**config.mk**
```make
export PLATFORM = sky130hd
export DESIGN_NAME = mlmco_exec
export DESIGN_NICKNAME = d
export VERILOG_FILES = /design/src/design/mlmco_pkg.sv /design/src/design/mlmco_watchdog.sv /design/src/design/mlmco_exec.sv
export SDC_FILE = /design/constraint.sdc
export NUM_CORES = 1
export LEC_CHECK = 0
export ABC_AREA = 0
export BUFFER_PORTS_ARGS = -buffer_cell sky130_fd_sc_hd__buf_2
export CAP_MARGIN = 40
export CELL_PAD_IN_SITES_DETAIL_PLACEMENT = 1
export CELL_PAD_IN_SITES_GLOBAL_PLACEMENT = 1
export CORE_UTILIZATION = 26
export CTS_CLUSTER_DIAMETER = 200
export DETAILED_ROUTE_END_ITERATION = 10
export PLACE_DENSITY_LB_ADDON = 0.1
export SLEW_MARGIN = 20
export SYNTH_ARGS = -nofsm -noshare
export SYNTH_HDL_FRONTEND = slang
export SYNTH_SLANG_ARGS = --single-unit
```
**constraint.sdc**
```tcl
create_clock -name sys_clk -period 3.6 [get_ports sys_clk]
set_input_delay 0.18 -clock sys_clk [delete_from_list [all_inputs] [get_ports sys_clk]]
set_output_delay 0.18 -clock sys_clk [all_outputs]
set_load 0.02 [all_outputs]
```
**src/design/mlmco_pkg.sv**
```systemverilog
package mlmco_pkg;

    localparam int DATA_W   = 8;
    localparam int ADDR_W   = 8;
    localparam int PC_W     = 13;
    localparam int BIT_W    = 3;
    localparam int NIB_W    = 4;
    localparam int PRESC_W  = 8;
    localparam int WDCNT_W  = 8;

    localparam logic [NIB_W-1:0]   BCD_LIMIT   = 4'h9;
    localparam logic [NIB_W-1:0]   BCD_ADJUST  = 4'h6;
    localparam logic [DATA_W-1:0]  BYTE_ZERO   = 8'h00;
    localparam logic [PC_W-1:0]    PC_RESET    = 13'h0000;
    localparam logic [PC_W-1:0]    PC_STEP     = 13'h0001;
    localparam logic [DATA_W-1:0]  BYTE_ONE    = 8'h01;
    localparam logic [PRESC_W-1:0] PRESC_RESET = 8'h00;
    localparam logic [PRESC_W-1:0] PRESC_LAST  = 8'hff;
    localparam logic [WDCNT_W-1:0] WDCNT_RESET = 8'h00;
    localparam logic [WDCNT_W-1:0] WDCNT_LAST  = 8'hff;

    typedef enum logic [1:0] {
        ST_IDLE   = 2'h0,
        ST_READ   = 2'h1,
        ST_EXEC   = 2'h3,
        ST_HALTED = 2'h2
    } mlmco_state_t;

    typedef enum logic [4:0] {
        OP_NOP              = 5'h00,
        OP_AND_MEM          = 5'h01,
        OP_AND_IMM          = 5'h02,
        OP_AND_TO_MEMORY    = 5'h03,
        OP_OR_MEM           = 5'h04,
        OP_OR_IMM           = 5'h05,
        OP_OR_TO_MEMORY     = 5'h06,
        OP_INVERT_MEMORY    = 5'h07,
        OP_INVERT_TO_WORK   = 5'h08,
        OP_INCREMENT        = 5'h09,
        OP_INCREMENT_TO_WORK= 5'h0a,
        OP_DECREMENT        = 5'h0b,
        OP_DECREMENT_TO_WORK= 5'h0c,
        OP_BCD_ADJUST       = 5'h0d,
        OP_CLEAR_BYTE       = 5'h0e,
        OP_CLEAR_BIT        = 5'h0f,
        OP_MOVE_MEM_TO_WORK = 5'h10,
        OP_MOVE_IMM_TO_WORK = 5'h11,
        OP_MOVE_WORK_TO_MEM = 5'h12,
        OP_JUMP             = 5'h13,
        OP_CALL             = 5'h14,
        OP_GUARD_CLEAR      = 5'h15,
        OP_FIRST_PRECLEAR   = 5'h16,
        OP_SECOND_PRECLEAR  = 5'h17,
        OP_POWER_DOWN       = 5'h18
    } mlmco_op_t;

endpackage : mlmco_pkg

```
**src/design/mlmco_watchdog.sv**
```systemverilog
`timescale 1ns/100ps
module mlmco_watchdog
    import mlmco_pkg::*;
(
    input  wire logic               sys_clk,
    input  wire logic               nrst,
    input  wire logic               clearReq,
    output logic [WDCNT_W-1:0]      countQ,
    output logic                    overflowQ
);

    logic [PRESC_W-1:0] prescQ;
    logic [PRESC_W-1:0] prescD;
    logic [WDCNT_W-1:0] countD;
    logic               overflowD;
    wire                prescWrap = (prescQ == PRESC_LAST);
    wire                countWrap = (countQ == WDCNT_LAST);

    // Counter and prescaler both return to zero on a clear
    assign prescD    = clearReq ? PRESC_RESET : prescQ + PRESC_STEP_ONE();
    assign countD    = clearReq ? WDCNT_RESET : (prescWrap ? countQ + WDCNT_STEP_ONE() : countQ);
    assign overflowD = !clearReq && prescWrap && countWrap;

    function automatic logic [PRESC_W-1:0] PRESC_STEP_ONE();
        return {{(PRESC_W-1){1'b0}}, 1'b1};
    endfunction : PRESC_STEP_ONE

    function automatic logic [WDCNT_W-1:0] WDCNT_STEP_ONE();
        return {{(WDCNT_W-1){1'b0}}, 1'b1};
    endfunction : WDCNT_STEP_ONE

    always_ff @(posedge sys_clk or negedge nrst) begin
        if (!nrst) begin
            prescQ    <= PRESC_RESET;
            countQ    <= WDCNT_RESET;
            overflowQ <= 1'b0;
        end else begin
            prescQ    <= prescD;
            countQ    <= countD;
            overflowQ <= overflowD;
        end
    end

endmodule : mlmco_watchdog

```
**src/design/mlmco_exec.sv**
```systemverilog
`timescale 1ns/100ps
module mlmco_exec
    import mlmco_pkg::*;
(
    input  wire logic               sys_clk,
    input  wire logic               nrst,
    input  wire logic               instrValid,
    input  wire logic [4:0]         instrOp,
    input  wire logic [ADDR_W-1:0]  instrAddr,
    input  wire logic [DATA_W-1:0]  instrImm,
    input  wire logic [BIT_W-1:0]   instrBit,
    input  wire logic [PC_W-1:0]    instrTarget,
    input  wire logic [DATA_W-1:0]  memRdData,
    input  wire logic               statusLoad,
    input  wire logic               statusCarry,
    input  wire logic               statusHalfCarry,
    input  wire logic               wakePin,
    output logic                    readyQ,
    output logic                    doneQ,
    output logic                    memRdEnQ,
    output logic                    memWrEnQ,
    output logic [ADDR_W-1:0]       memAddrQ,
    output logic [DATA_W-1:0]       memWrDataQ,
    output logic [DATA_W-1:0]       workRegisterQ,
    output logic                    zeroFlagQ,
    output logic                    carryFlagQ,
    output logic                    halfCarryFlagQ,
    output logic                    powerDownFlagQ,
    output logic                    timeoutFlagQ,
    output logic [PC_W-1:0]         pcQ,
    output logic                    stackPushQ,
    output logic [PC_W-1:0]         stackDataQ,
    output logic                    sysClkOffQ,
    output logic [WDCNT_W-1:0]      watchdogCounterQ
);

    mlmco_state_t       stateQ;
    mlmco_state_t       stateD;
    mlmco_op_t          opQ;
    logic [DATA_W-1:0]  immQ;
    logic [BIT_W-1:0]   bitQ;
    logic [PC_W-1:0]    targetQ;
    logic               firstPreclearQ;
    logic               secondPreclearQ;
    logic [2:0]         wakeSyncQ;
    logic               wakeLevelQ;
    logic               watchdogOverflow;

    wire  take      = instrValid && readyQ;
    wire  inExec    = (stateQ == ST_EXEC);
    wire  mlmco_op_t takenOp = mlmco_op_t'(instrOp);
    wire  needsRead = (takenOp == OP_AND_MEM) || (takenOp == OP_AND_TO_MEMORY) ||
                      (takenOp == OP_OR_MEM) || (takenOp == OP_OR_TO_MEMORY) ||
                      (takenOp == OP_INVERT_MEMORY) || (takenOp == OP_INVERT_TO_WORK) ||
                      (takenOp == OP_INCREMENT) || (takenOp == OP_INCREMENT_TO_WORK) ||
                      (takenOp == OP_DECREMENT) || (takenOp == OP_DECREMENT_TO_WORK) ||
                      (takenOp == OP_CLEAR_BIT) || (takenOp == OP_MOVE_MEM_TO_WORK);

    // Wake pin passes three flops; a change counts once the last two agree
    wire  wakeAgree = (wakeSyncQ[1] == wakeSyncQ[2]);
    wire  wakeNow   = wakeAgree ? wakeSyncQ[2] : wakeLevelQ;

    // BCD adjust datapath
    wire  [NIB_W-1:0] lowNib     = workRegisterQ[3:0];
    wire  [NIB_W-1:0] highNib    = workRegisterQ[7:4];
    wire              lowAdjust  = (lowNib > BCD_LIMIT) || halfCarryFlagQ;
    wire  [NIB_W:0]   lowSum     = {1'b0, lowNib} + {1'b0, BCD_ADJUST};
    wire              nibCarry   = lowAdjust ? lowSum[NIB_W] : 1'b0;
    wire  [NIB_W-1:0] lowResult  = lowAdjust ? lowSum[NIB_W-1:0] : lowNib;
    wire  [NIB_W:0]   highCarried = {1'b0, highNib} + {{NIB_W{1'b0}}, nibCarry};
    wire              highAdjust = (highCarried > {1'b0, BCD_LIMIT}) || carryFlagQ;
    wire  [NIB_W:0]   highSum    = highCarried + {1'b0, BCD_ADJUST};
    wire  [NIB_W-1:0] highResult = highAdjust ? highSum[NIB_W-1:0] : highCarried[NIB_W-1:0];
    wire  [DATA_W-1:0] bcdResult = {highResult, lowResult};

    // Result selection
    wire  [DATA_W-1:0] bitMask   = BYTE_ONE << bitQ;
    logic [DATA_W-1:0] result;
    logic              toWork;
    logic              toMem;
    logic              touchZero;

    always_comb begin
        result    = BYTE_ZERO;
        toWork    = 1'b0;
        toMem     = 1'b0;
        touchZero = 1'b0;
        unique case (opQ)
            OP_AND_MEM: begin
                result = workRegisterQ & memRdData;
                toWork = 1'b1;
                touchZero = 1'b1;
            end
            OP_AND_IMM: begin
                result = workRegisterQ & immQ;
                toWork = 1'b1;
                touchZero = 1'b1;
            end
            OP_AND_TO_MEMORY: begin
                result = workRegisterQ & memRdData;
                toMem = 1'b1;
                touchZero = 1'b1;
            end
            OP_OR_MEM: begin
                result = workRegisterQ | memRdData;
                toWork = 1'b1;
                touchZero = 1'b1;
            end
            OP_OR_IMM: begin
                result = workRegisterQ | immQ;
                toWork = 1'b1;
                touchZero = 1'b1;
            end
            OP_OR_TO_MEMORY: begin
                result = workRegisterQ | memRdData;
                toMem = 1'b1;
                touchZero = 1'b1;
            end
            OP_INVERT_MEMORY, OP_INVERT_TO_WORK: begin
                result = ~memRdData;
                toMem = (opQ == OP_INVERT_MEMORY);
                toWork = (opQ == OP_INVERT_TO_WORK);
                touchZero = 1'b1;
            end
            OP_INCREMENT, OP_INCREMENT_TO_WORK: begin
                result = memRdData + BYTE_ONE;
                toMem = (opQ == OP_INCREMENT);
                toWork = (opQ == OP_INCREMENT_TO_WORK);
                touchZero = 1'b1;
            end
            OP_DECREMENT, OP_DECREMENT_TO_WORK: begin
                result = memRdData - BYTE_ONE;
                toMem = (opQ == OP_DECREMENT);
                toWork = (opQ == OP_DECREMENT_TO_WORK);
                touchZero = 1'b1;
            end
            OP_BCD_ADJUST: begin
                result = bcdResult;
                toMem = 1'b1;
            end
            OP_CLEAR_BYTE: begin
                result = BYTE_ZERO;
                toMem = 1'b1;
            end
            OP_CLEAR_BIT: begin
                result = memRdData & ~bitMask;
                toMem = 1'b1;
            end
            OP_MOVE_MEM_TO_WORK: begin
                result = memRdData;
                toWork = 1'b1;
            end
            OP_MOVE_IMM_TO_WORK: begin
                result = immQ;
                toWork = 1'b1;
            end
            OP_MOVE_WORK_TO_MEM: begin
                result = workRegisterQ;
                toMem = 1'b1;
            end
            default: begin
                result = BYTE_ZERO;
            end
        endcase
    end

    wire  execNow      = inExec;
    wire  isJump       = execNow && (opQ == OP_JUMP);
    wire  isCall       = execNow && (opQ == OP_CALL);
    wire  isHalt       = execNow && (opQ == OP_POWER_DOWN);
    wire  isGuardClear = execNow && (opQ == OP_GUARD_CLEAR);
    wire  isFirstPre   = execNow && (opQ == OP_FIRST_PRECLEAR);
    wire  isSecondPre  = execNow && (opQ == OP_SECOND_PRECLEAR);
    wire  pairDone     = (isFirstPre && secondPreclearQ) || (isSecondPre && firstPreclearQ);
    wire  flagClear    = isGuardClear || pairDone;
    wire  watchdogClr  = flagClear || isHalt;
    wire  [PC_W-1:0] pcNext = pcQ + PC_STEP;

    // State sequencing
    always_comb begin
        stateD = stateQ;
        unique case (stateQ)
            ST_IDLE:   if (take) stateD = needsRead ? ST_READ : ST_EXEC;
            ST_READ:   stateD = ST_EXEC;
            ST_EXEC:   stateD = (opQ == OP_POWER_DOWN) ? ST_HALTED : ST_IDLE;
            ST_HALTED: if (wakeNow) stateD = ST_IDLE;
        endcase
    end

    mlmco_watchdog u_watchdog (
        .sys_clk   (sys_clk),
        .nrst      (nrst),
        .clearReq  (watchdogClr),
        .countQ    (watchdogCounterQ),
        .overflowQ (watchdogOverflow)
    );

    always_ff @(posedge sys_clk or negedge nrst) begin
        if (!nrst) begin
            wakeSyncQ  <= 3'h0;
            wakeLevelQ <= 1'b0;
        end else begin
            wakeSyncQ  <= {wakeSyncQ[1:0], wakePin};
            wakeLevelQ <= wakeNow;
        end
    end

    always_ff @(posedge sys_clk or negedge nrst) begin
        if (!nrst) begin
            stateQ     <= ST_IDLE;
            opQ        <= OP_NOP;
            immQ       <= BYTE_ZERO;
            bitQ       <= 3'h0;
            targetQ    <= PC_RESET;
            memAddrQ   <= BYTE_ZERO;
            readyQ     <= 1'b1;
            memRdEnQ   <= 1'b0;
            doneQ      <= 1'b0;
            sysClkOffQ <= 1'b0;
        end else begin
            stateQ     <= stateD;
            readyQ     <= (stateD == ST_IDLE);
            memRdEnQ   <= take && needsRead;
            doneQ      <= inExec;
            sysClkOffQ <= (stateD == ST_HALTED);
            if (take) begin
                opQ      <= takenOp;
                immQ     <= instrImm;
                bitQ     <= instrBit;
                targetQ  <= instrTarget;
                memAddrQ <= instrAddr;
            end
        end
    end

    always_ff @(posedge sys_clk or negedge nrst) begin
        if (!nrst) begin
            workRegisterQ <= BYTE_ZERO;
            memWrEnQ      <= 1'b0;
            memWrDataQ    <= BYTE_ZERO;
            zeroFlagQ     <= 1'b0;
            carryFlagQ    <= 1'b0;
            halfCarryFlagQ <= 1'b0;
        end else begin
            memWrEnQ <= inExec && toMem;
            if (inExec && toMem) memWrDataQ <= result;
            if (inExec && toWork) workRegisterQ <= result;
            if (inExec && touchZero) zeroFlagQ <= (result == BYTE_ZERO);
            if (inExec && (opQ == OP_BCD_ADJUST) && highAdjust) begin
                carryFlagQ <= 1'b1;
            end else if (statusLoad) begin
                carryFlagQ <= statusCarry;
            end
            if (statusLoad) halfCarryFlagQ <= statusHalfCarry;
        end
    end

    // Program counter, stack and guard flags
    always_ff @(posedge sys_clk or negedge nrst) begin
        if (!nrst) begin
            pcQ             <= PC_RESET;
            stackPushQ      <= 1'b0;
            stackDataQ      <= PC_RESET;
            firstPreclearQ  <= 1'b0;
            secondPreclearQ <= 1'b0;
            powerDownFlagQ  <= 1'b0;
            timeoutFlagQ    <= 1'b0;
        end else begin
            stackPushQ <= isCall;
            if (isCall) stackDataQ <= pcNext;
            if (isJump || isCall) begin
                pcQ <= targetQ;
            end else if (inExec) begin
                pcQ <= pcNext;
            end
            if (pairDone) begin
                firstPreclearQ  <= 1'b0;
                secondPreclearQ <= 1'b0;
            end else begin
                if (isFirstPre) firstPreclearQ <= 1'b1;
                if (isSecondPre) secondPreclearQ <= 1'b1;
            end
            if (isHalt) begin
                powerDownFlagQ <= 1'b1;
            end else if (flagClear) begin
                powerDownFlagQ <= 1'b0;
            end
            // A watchdog time-out in the same cycle as a clear still sets the flag
            if (watchdogOverflow) begin
                timeoutFlagQ <= 1'b1;
            end else if (flagClear || isHalt) begin
                timeoutFlagQ <= 1'b0;
            end
        end
    end

endmodule : mlmco_exec

```
==> results of run 1 <==
[cells in the final DEF, fill, tap and decap left out, types with 6 or more instances in the layout]
master	synthesis	routed
clkbuf_16	0	17
a31oi_1	6	6
buf_2	8	119
mux2_2	45	45
dlygate4sd3_1	0	30
o21a_1	6	6
a21oi_1	36	36
inv_1	19	19
xor2_1	11	11
o22ai_1	7	7
nand2_1	64	63
nor3b_1	8	8
dfrtp_1	114	114
nor2b_1	10	10
nor2_1	47	47
nand2b_1	11	11
and3_1	12	12
mux2i_1	7	7
buf_4	0	19
nand4_1	8	8
ha_1	13	13
o21ai_0	53	53
xnor2_1	19	19
nand3_1	17	17
or3_1	7	7
nor3_1	8	8
[per-stage QoR]
stage / util / power [µW]
after floorplan: - / 4140
after global placement: 0.308 / 5170
after detailed placement: 0.311 / 5270
after CTS: 0.349 / 7060
after global routing: 0.349 / 7460
final: 0.349 / 6980
[cell families after synthesis]
logic type                 count (synthesis)  share of synthesized area
muxes                                     52                     0.0917
buffers and inverters                     53                     0.0344
adders and majority gates                 15                     0.0306
and+or+nand+nor                          217                      0.174
xor gates and xnor gates                  30                     0.0418
DFF                                      115                      0.458
AOI/OAI and AO/OA                        167                      0.170
[registers in the layout, indices dropped and copies added (netlist names), 5 cells and up]
signal and count:
pcQ 13, targetQ 13, opQ 5, stackDataQ 13, u_watchdog.countQ 8, immQ 8
memWrDataQ 8, workRegisterQ 8, u_watchdog.prescQ 8, memAddrQ 8
[power breakdown]
group / internal, µW / switching (µW)
Sequential: 1750 / 473
Clock: 1110 / 602
Combinational: 1210 / 1820
[per-layer routing]
| layer | routed length, µm | track usage | share of wire | up-vias |
|---|---|---|---|---|
| met1 | 10300 | 0.246 | 0.49 | 2817 |
| met4 | 221 | 0.0504 | 0.011 | 0 |
| li1 | - | - | - | 2666 |
| met5 | 0 | 0 | 0 | - |
| met2 | 9830 | 0.295 | 0.47 | 107 |
| met3 | 657 | 0.0322 | 0.031 | 17 |
[cell usage after synthesis, drive strengths merged, types with 2 or more instances]
library cell,n,share of area
nand3,17,0.014
a311oi,4,0.0056
nor3,9,0.0080
nor2,47,0.028
o211a,3,0.0048
o311ai,2,0.0028
or4b,2,0.0032
nor4,5,0.0050
a21o,4,0.0048
nand2,64,0.038
nand4,8,0.0080
nand2b,11,0.011
o22ai,7,0.0070
mux2,45,0.081
xor2,11,0.015
and3,12,0.012
xnor2,19,0.026
and2,4,0.0040
inv,19,0.011
a311o,2,0.0032
buf,11,0.0094
o31ai,4,0.0056
nand4b,2,0.0028
o21ai,55,0.044
nor2b,10,0.0099
a31oi,6,0.0060
clkbuf,23,0.014
mux2i,7,0.011
a22oi,4,0.0048
ha,13,0.026
o21bai,3,0.0036
a2bb2oi,2,0.0028
o211ai,5,0.0060
or3,8,0.0082
nor3b,8,0.0095
o2111ai,5,0.0070
o21a,6,0.0072
dfrtp,114,0.45
a211oi,4,0.0048
a221oi,2,0.0028
nand3b,4,0.0048
or2,2,0.0020
a21oi,36,0.029
[final cells by class]
cell class,instances,area share
multi-input combinational,481,0.388
sequential,115,0.350
clock buffer,21,0.0559
inverter,19,0.00866
clock inverter,10,0.0161
timing repair buffer,170,0.133
tap,319,0.0485
[worst min-delay path, delay by kind of cell]
family	cells	cell delay [ns]
muxes	1	0.05
buffers and inverters	1	0.08
AOI/OAI and AO/OA	1	0.08
[path summary, 6_finish.rpt]
kind,from,end,slack [ns]
max in group asynchronous,nrst,readyQ,2.39
worst min register to register,wakeSyncQ[0],wakeSyncQ[1],0.37
worst max-delay path,opQ[1],zeroFlagQ,0.62
worst min-delay path,statusCarry,carryFlagQ,0.01
worst max register to register,opQ[1],zeroFlagQ,0.62
min in group asynchronous,nrst,carryFlagQ,0.21
==> results.py, run 1 <==
metrics = {
    "sta": {
        "finalSetupViolCount": 0,
        "maxSlewHeadroom": 0.410,
        "fmaxAchievable_mhz": 335,
        "finalHoldViolations": 0,
        "rsz0062_at_grt": "no",
        "layout_setup_ws_ns": 0.616,
        "finalCriticalPeriod_ns": 2.98,
        "slew_violations": 0,
        "clock_skew_ns": 0.0132,
        "setup_tns_ns": 0,
        "worst_pin_slew_ns": 0.873,
        "holdWs_ns": 0.0103,
        "min_period_over_period": 0.829,
    },
    "routing": {
        "final_antenna_net_count": 0,
        "drtIter0Drc": 242,
        "drt-total-wl_um": 21000,
        "remaining_drc_errors": 0,
        "wire_per_inst_um": 18.5,
        "drtPass1Iterations": 4,
        "vias": 5607,
        "viasPerCell": 4.94,
    },
    "place": {
        "io_buffers": 120,
        "dp_cells": 1074,
        "gp_congestion": 0.906,
        "dp_slack_ns": 0.586,
        "place_area_mm2": 0.00734,
        "hpwl_um": 15500,
    },
    "synth": {
        "ys_types": 71,
        "synth_flop_cell": "dfrtp_1",
        "netlist_area_mm2": 0.00629,
        "synth_edf_count": 0,
        "yosysSeqAreaShare": 0.458,
        "ys_ff_latch": 115,
        "syn_nets": 715,
        "synthArstFlopShare": 1.00,
        "synthCells": 649,
        "yosys_warnings": 0,
        "syn_avg_cell_area_um2": 9.69,
    },
    "finish": {
        "fillers": 2764,
        "drive_gt1_frac": 0.272,
        "fin_cells": 1135,
        "multiInputGateArea_mm2": 0.00320,
        "design_area_mm2": 0.00823,
        "insertedDiodeCount": 0,
        "fin_nets": 870,
        "syn_to_final_growth_pct": 30.9,
        "seq_area_mm2": 0.00288,
    },
    "clocking": {
        "clock_sink_count": 115,
        "cts-buffers-inserted": 17,
        "clock_latency_ns": 0.42,
        "cts_buffer_depth": 2,
        "clkSlewWorstSetupHoldPaths_ns": 0.06,
        "root_buffer": "clkbuf_16",
        "htreeDepth": 4,
        "cts_resized": 0,
        "cts_hold_buf": 30,
        "cts_tree": "done",
        "postCtsSetupRepairBufs": 0,
    },
    "setup_path": {
        "cp_slowest_stage_delay_ns": 0.51,
        "critPathArrivalTime_ns": 3.31,
        "critPathKind": "reg2reg",
        "crit_family": "simple AND/OR/NAND/NOR gates",
        "ff2ff_path_depth": 12,
        "crit_chain": "nor2_1 > and2_1 > o21a_1 > inv_1 > fa_1 > nand2b_1 > a21oi_1 > o22ai_1 > mux2i_1 > nor4_1 > nand2_1 > o31ai_2",
        "start_kind": "flop",
        "critical_path_buf_inv_count": 1,
        "worst_ep_required_time_ns": 3.93,
        "crit_cells": 12,
        "worst_setup_path_end_kind": "flop",
        "critPathMaxFanout": 4,
        "crit_slowest_cell": "nor4_1",
    },
    "pwr": {
        "leakage_uw": 0.00372,
        "p_per_area_mw_per_mm2": 848,
        "ir_drop_mv": 0.347,
    },
    "outcome": {
        "status": "completed",
    },
    "min_path": {
        "hold_path_depth": 3,
        "min_path_type": "in2reg",
    },
    "flow_run": {
        "drv_cap": 0,
    },
    "grt": {
        "antenna_found_initial": 0,
        "grt_overflow_total": 0,
        "grt_pass1_wl_um": 33900,
        "grt_use_total": 0.181,
        "grt_pass1_vias": 6021,
        "grt_max_degree": 54,
    },
    "die": {
        "io_pins": 121,
        "initial_core_util": 0.266,
        "rows": 56,
        "die_w_um": 158,
        "die_h_um": 158,
        "dieArea_mm2": 0.0248,
        "core_area_mm2": 0.0236,
    },
}
Note: power is estimated with default switching activity, not from simulation.
==> inputs of run 2 (changes only) <==
--- a/config.mk
+++ b/config.mk
@@ -5,7 +5,7 @@
 export SDC_FILE = /design/constraint.sdc
 export NUM_CORES = 1
 export LEC_CHECK = 0
-export ABC_AREA = 0
+export ABC_AREA = 1
 export BUFFER_PORTS_ARGS = -buffer_cell sky130_fd_sc_hd__buf_2
 export CAP_MARGIN = 40
 export CELL_PAD_IN_SITES_DETAIL_PLACEMENT = 1
==> constraint.sdc (replaced) <==
create_clock -name sys_clk -period 3 [get_ports sys_clk]
set_input_delay 0.15 -clock sys_clk [delete_from_list [all_inputs] [get_ports sys_clk]]
set_output_delay 0.15 -clock sys_clk [all_outputs]
set_load 0.02 [all_outputs]
==> results.py, run 2 <==
metrics = {
    "clocking": {
        "clock_sink_count": 115,
        "cts_tree": "done",
        "cts-buffers-inserted": 17,
        "clock_latency_ns": 0.42,
        "cts_buffer_depth": 2,
        "clkSlewWorstSetupHoldPaths_ns": 0.06,
        "postCtsSetupRepairBufs": 0,
        "htreeDepth": 4,
        "root_buffer": "clkbuf_16",
    },
    "sta": {
        "setup_tns_ns": 0,
        "rsz0062_at_grt": "no",
        "holdWs_ns": 0.0112,
        "finalCriticalPeriod_ns": 2.70,
        "maxSlewHeadroom": 0.641,
        "finalSetupViolCount": 0,
        "slew_violations": 0,
        "clock_skew_ns": 0.0149,
        "finalHoldViolations": 0,
        "min_period_over_period": 0.901,
        "fmaxAchievable_mhz": 370,
        "worst_pin_slew_ns": 0.538,
    },
    "synth": {
        "yosysSeqAreaShare": 0.452,
        "netlist_top_cells_area": "dfrtp_1 45%, nand2_1 12%, nand3_1 5.9%",
        "ys_top_cells_by_count": "204 x nand2_1, 114 x dfrtp_1, 82 x inv_1",
        "ys_ff_latch": 115,
        "synth_area_leader_cell": "dfrtp_1",
        "ys_types": 46,
        "synth_flop_cell": "dfrtp_1",
        "yosys_warnings": 0,
        "synth_edf_count": 0,
        "synth_top_area_frac": 0.448,
        "post-synth-top-count-cell": "nand2_1",
        "syn_avg_cell_area_um2": 7.93,
        "synthArstFlopShare": 1.00,
        "synthCells": 804,
        "syn_nets": 870,
        "netlist_area_mm2": 0.00637,
    },
    "die": {
        "io_pins": 121,
        "die_w_um": 159,
        "core_area_mm2": 0.0238,
        "die_h_um": 159,
        "rows": 56,
        "initial_core_util": 0.268,
        "dieArea_mm2": 0.0251,
    },
    "finish": {
        "drive_gt1_frac": 0.241,
        "syn_to_final_growth_pct": 32.2,
        "fin_cells": 1317,
        "fin_nets": 1051,
        "largestRegisters": "pcQ (13), stackDataQ (13), targetQ (13)",
        "final_common_cell": "nand2_1",
        "design_area_mm2": 0.00842,
        "insertedDiodeCount": 0,
        "fillers": 2910,
        "utilization": 0.355,
        "layout_common_cells": "202 x nand2_1, 119 x buf_2, 113 x dfrtp_1",
    },
    "setup_path": {
        "critPathArrivalTime_ns": 3.06,
        "start_kind": "flop",
        "critPathKind": "reg2reg",
        "crit_slowest_cell": "dfrtp_1",
        "critical_path_buf_inv_count": 1,
        "critPathMaxFanout": 8,
        "cp_slowest_stage_delay_ns": 0.46,
        "worst_setup_path_end_kind": "flop",
        "crit_chain": "nand2_1 > inv_2 > nand3_4 > nand2_2 > ha_1 > a21oi_1 > nor2_1 > nor2_1 > nand2_1 > a21oi_1 > nor2_1 > nor2_2 > nand2_1 > nor2_1 > nand3_1 > nand2_1",
        "worst_ep_required_time_ns": 3.35,
        "crit_family": "simple AND/OR/NAND/NOR gates",
    },
    "routing": {
        "wire_per_inst_um": 16.0,
        "viasPerCell": 4.57,
        "drtPass1Iterations": 4,
        "final_antenna_net_count": 0,
        "remaining_drc_errors": 0,
        "drtIter0Drc": 261,
        "drt-total-wl_um": 21000,
        "vias": 6020,
    },
    "pwr": {
        "leakage_uw": 0.00431,
        "ir_drop_mv": 0.425,
        "p_per_area_mw_per_mm2": 942,
    },
    "place": {
        "hpwl_um": 16100,
        "place_area_mm2": 0.00744,
        "dp_cells": 1246,
        "gp_congestion": 0.799,
        "io_buffers": 120,
    },
    "outcome": {
        "status": "completed",
    },
    "grt": {
        "grt_overflow_total": 0,
        "antenna_found_initial": 1,
        "grt_pass1_wl_um": 34100,
        "grt_max_degree": 48,
        "grt_use_total": 0.179,
        "grt_pass1_vias": 6227,
    },
    "flow_run": {
        "drv_cap": 0,
    },
    "min_path": {
        "min_path_type": "in2reg",
    },
}
-- run 2: cell count changes in the layout (fill, tap and decap cells not counted), sizes merged, moves of 8 or more --
cell | before | now
o21ai | 55 | 69
inv | 19 | 99
nor2 | 47 | 76
nand3 | 17 | 80
and3 | 12 | 1
xnor2 | 19 | 2
nor2b | 10 | 0
mux2 | 45 | 25
nand2b | 11 | 0
nand2 | 64 | 209
or3 | 8 | 0
-- run 2: layout make-up --
class / instances / area (µm²) / area share
Clock inverter: 14 / 144 / 0.0171
Multi-Input combinational cell: 577 / 3040 / 0.361
Tap cell: 319 / 399 / 0.0474
Timing Repair Buffer: 181 / 1180 / 0.140
Clock buffer: 18 / 429 / 0.0509
Inverter: 93 / 349 / 0.0414
Sequential cell: 115 / 2880 / 0.342
-- run 2: power breakdown --
| part | switching, µW | internal [µW] |
|---|---|---|
| clock | 816 | 1170 |
| sequential | 480 | 2080 |
| combinational | 2170 | 1230 |
-- run 2: worst min-delay path, cell delays in order --
cell	delay, ns
buf_2	0.08
nor2_1	0.05
a21oi_1	0.11
-- run 2: per-stage QoR --
step                      setup slack, ns  power [µW]
after global placement              0.193        5940
after floorplan                     0.527        4710
final                               0.298        7940
after CTS                           0.132        8060
after detailed placement            0.141        5970
after global routing               0.0194        8580
-- run 2: worst paths after layout --
path | start | endpoint | slack, ns | cells after the start
worst max-delay path | opQ[3] | zeroFlagQ | 0.30 | 16
worst min-delay path | instrBit[1] | bitQ[1] | 0.01 | 3
worst max register to register | opQ[3] | zeroFlagQ | 0.30 | 16
worst min register to register | wakeSyncQ[0] | wakeSyncQ[1] | 0.36 | 0
max in group asynchronous | nrst | readyQ | 1.89 | 3
min in group asynchronous | nrst | u_watchdog.countQ[0] | 0.25 | 2
-- run 2: repair_timing --
| action | in CTS | in global routing |
|---|---|---|
| endpoints found under the setup margin | 0 | 4 |
| hold endpoints to repair | 70 | 0 |
| gates resized for setup | 0 | 3 |
| hold buffers | 37 | 0 |
-- run 2: routing by layer --
layer | track usage | wire, µm | vias to the layer above
met3 | 0.0414 | 926 | 13
met2 | 0.296 | 9980 | 109
met4 | 0.0430 | 211 | 0
li1 | - | - | 3006
met5 | 0 | 0 | -
met1 | 0.235 | 9930 | 2892
-- run 2: kinds of logic after synthesis --
logic type	share of synthesized area
AO/OA/AOI/OAI	0.114
XOR/XNOR	0.0206
adder cells (fa/ha/maj)	0.0287
buffers and inverters	0.0723
flip-flops	0.452
multiplexers	0.0442
AND/OR/NAND/NOR	0.268
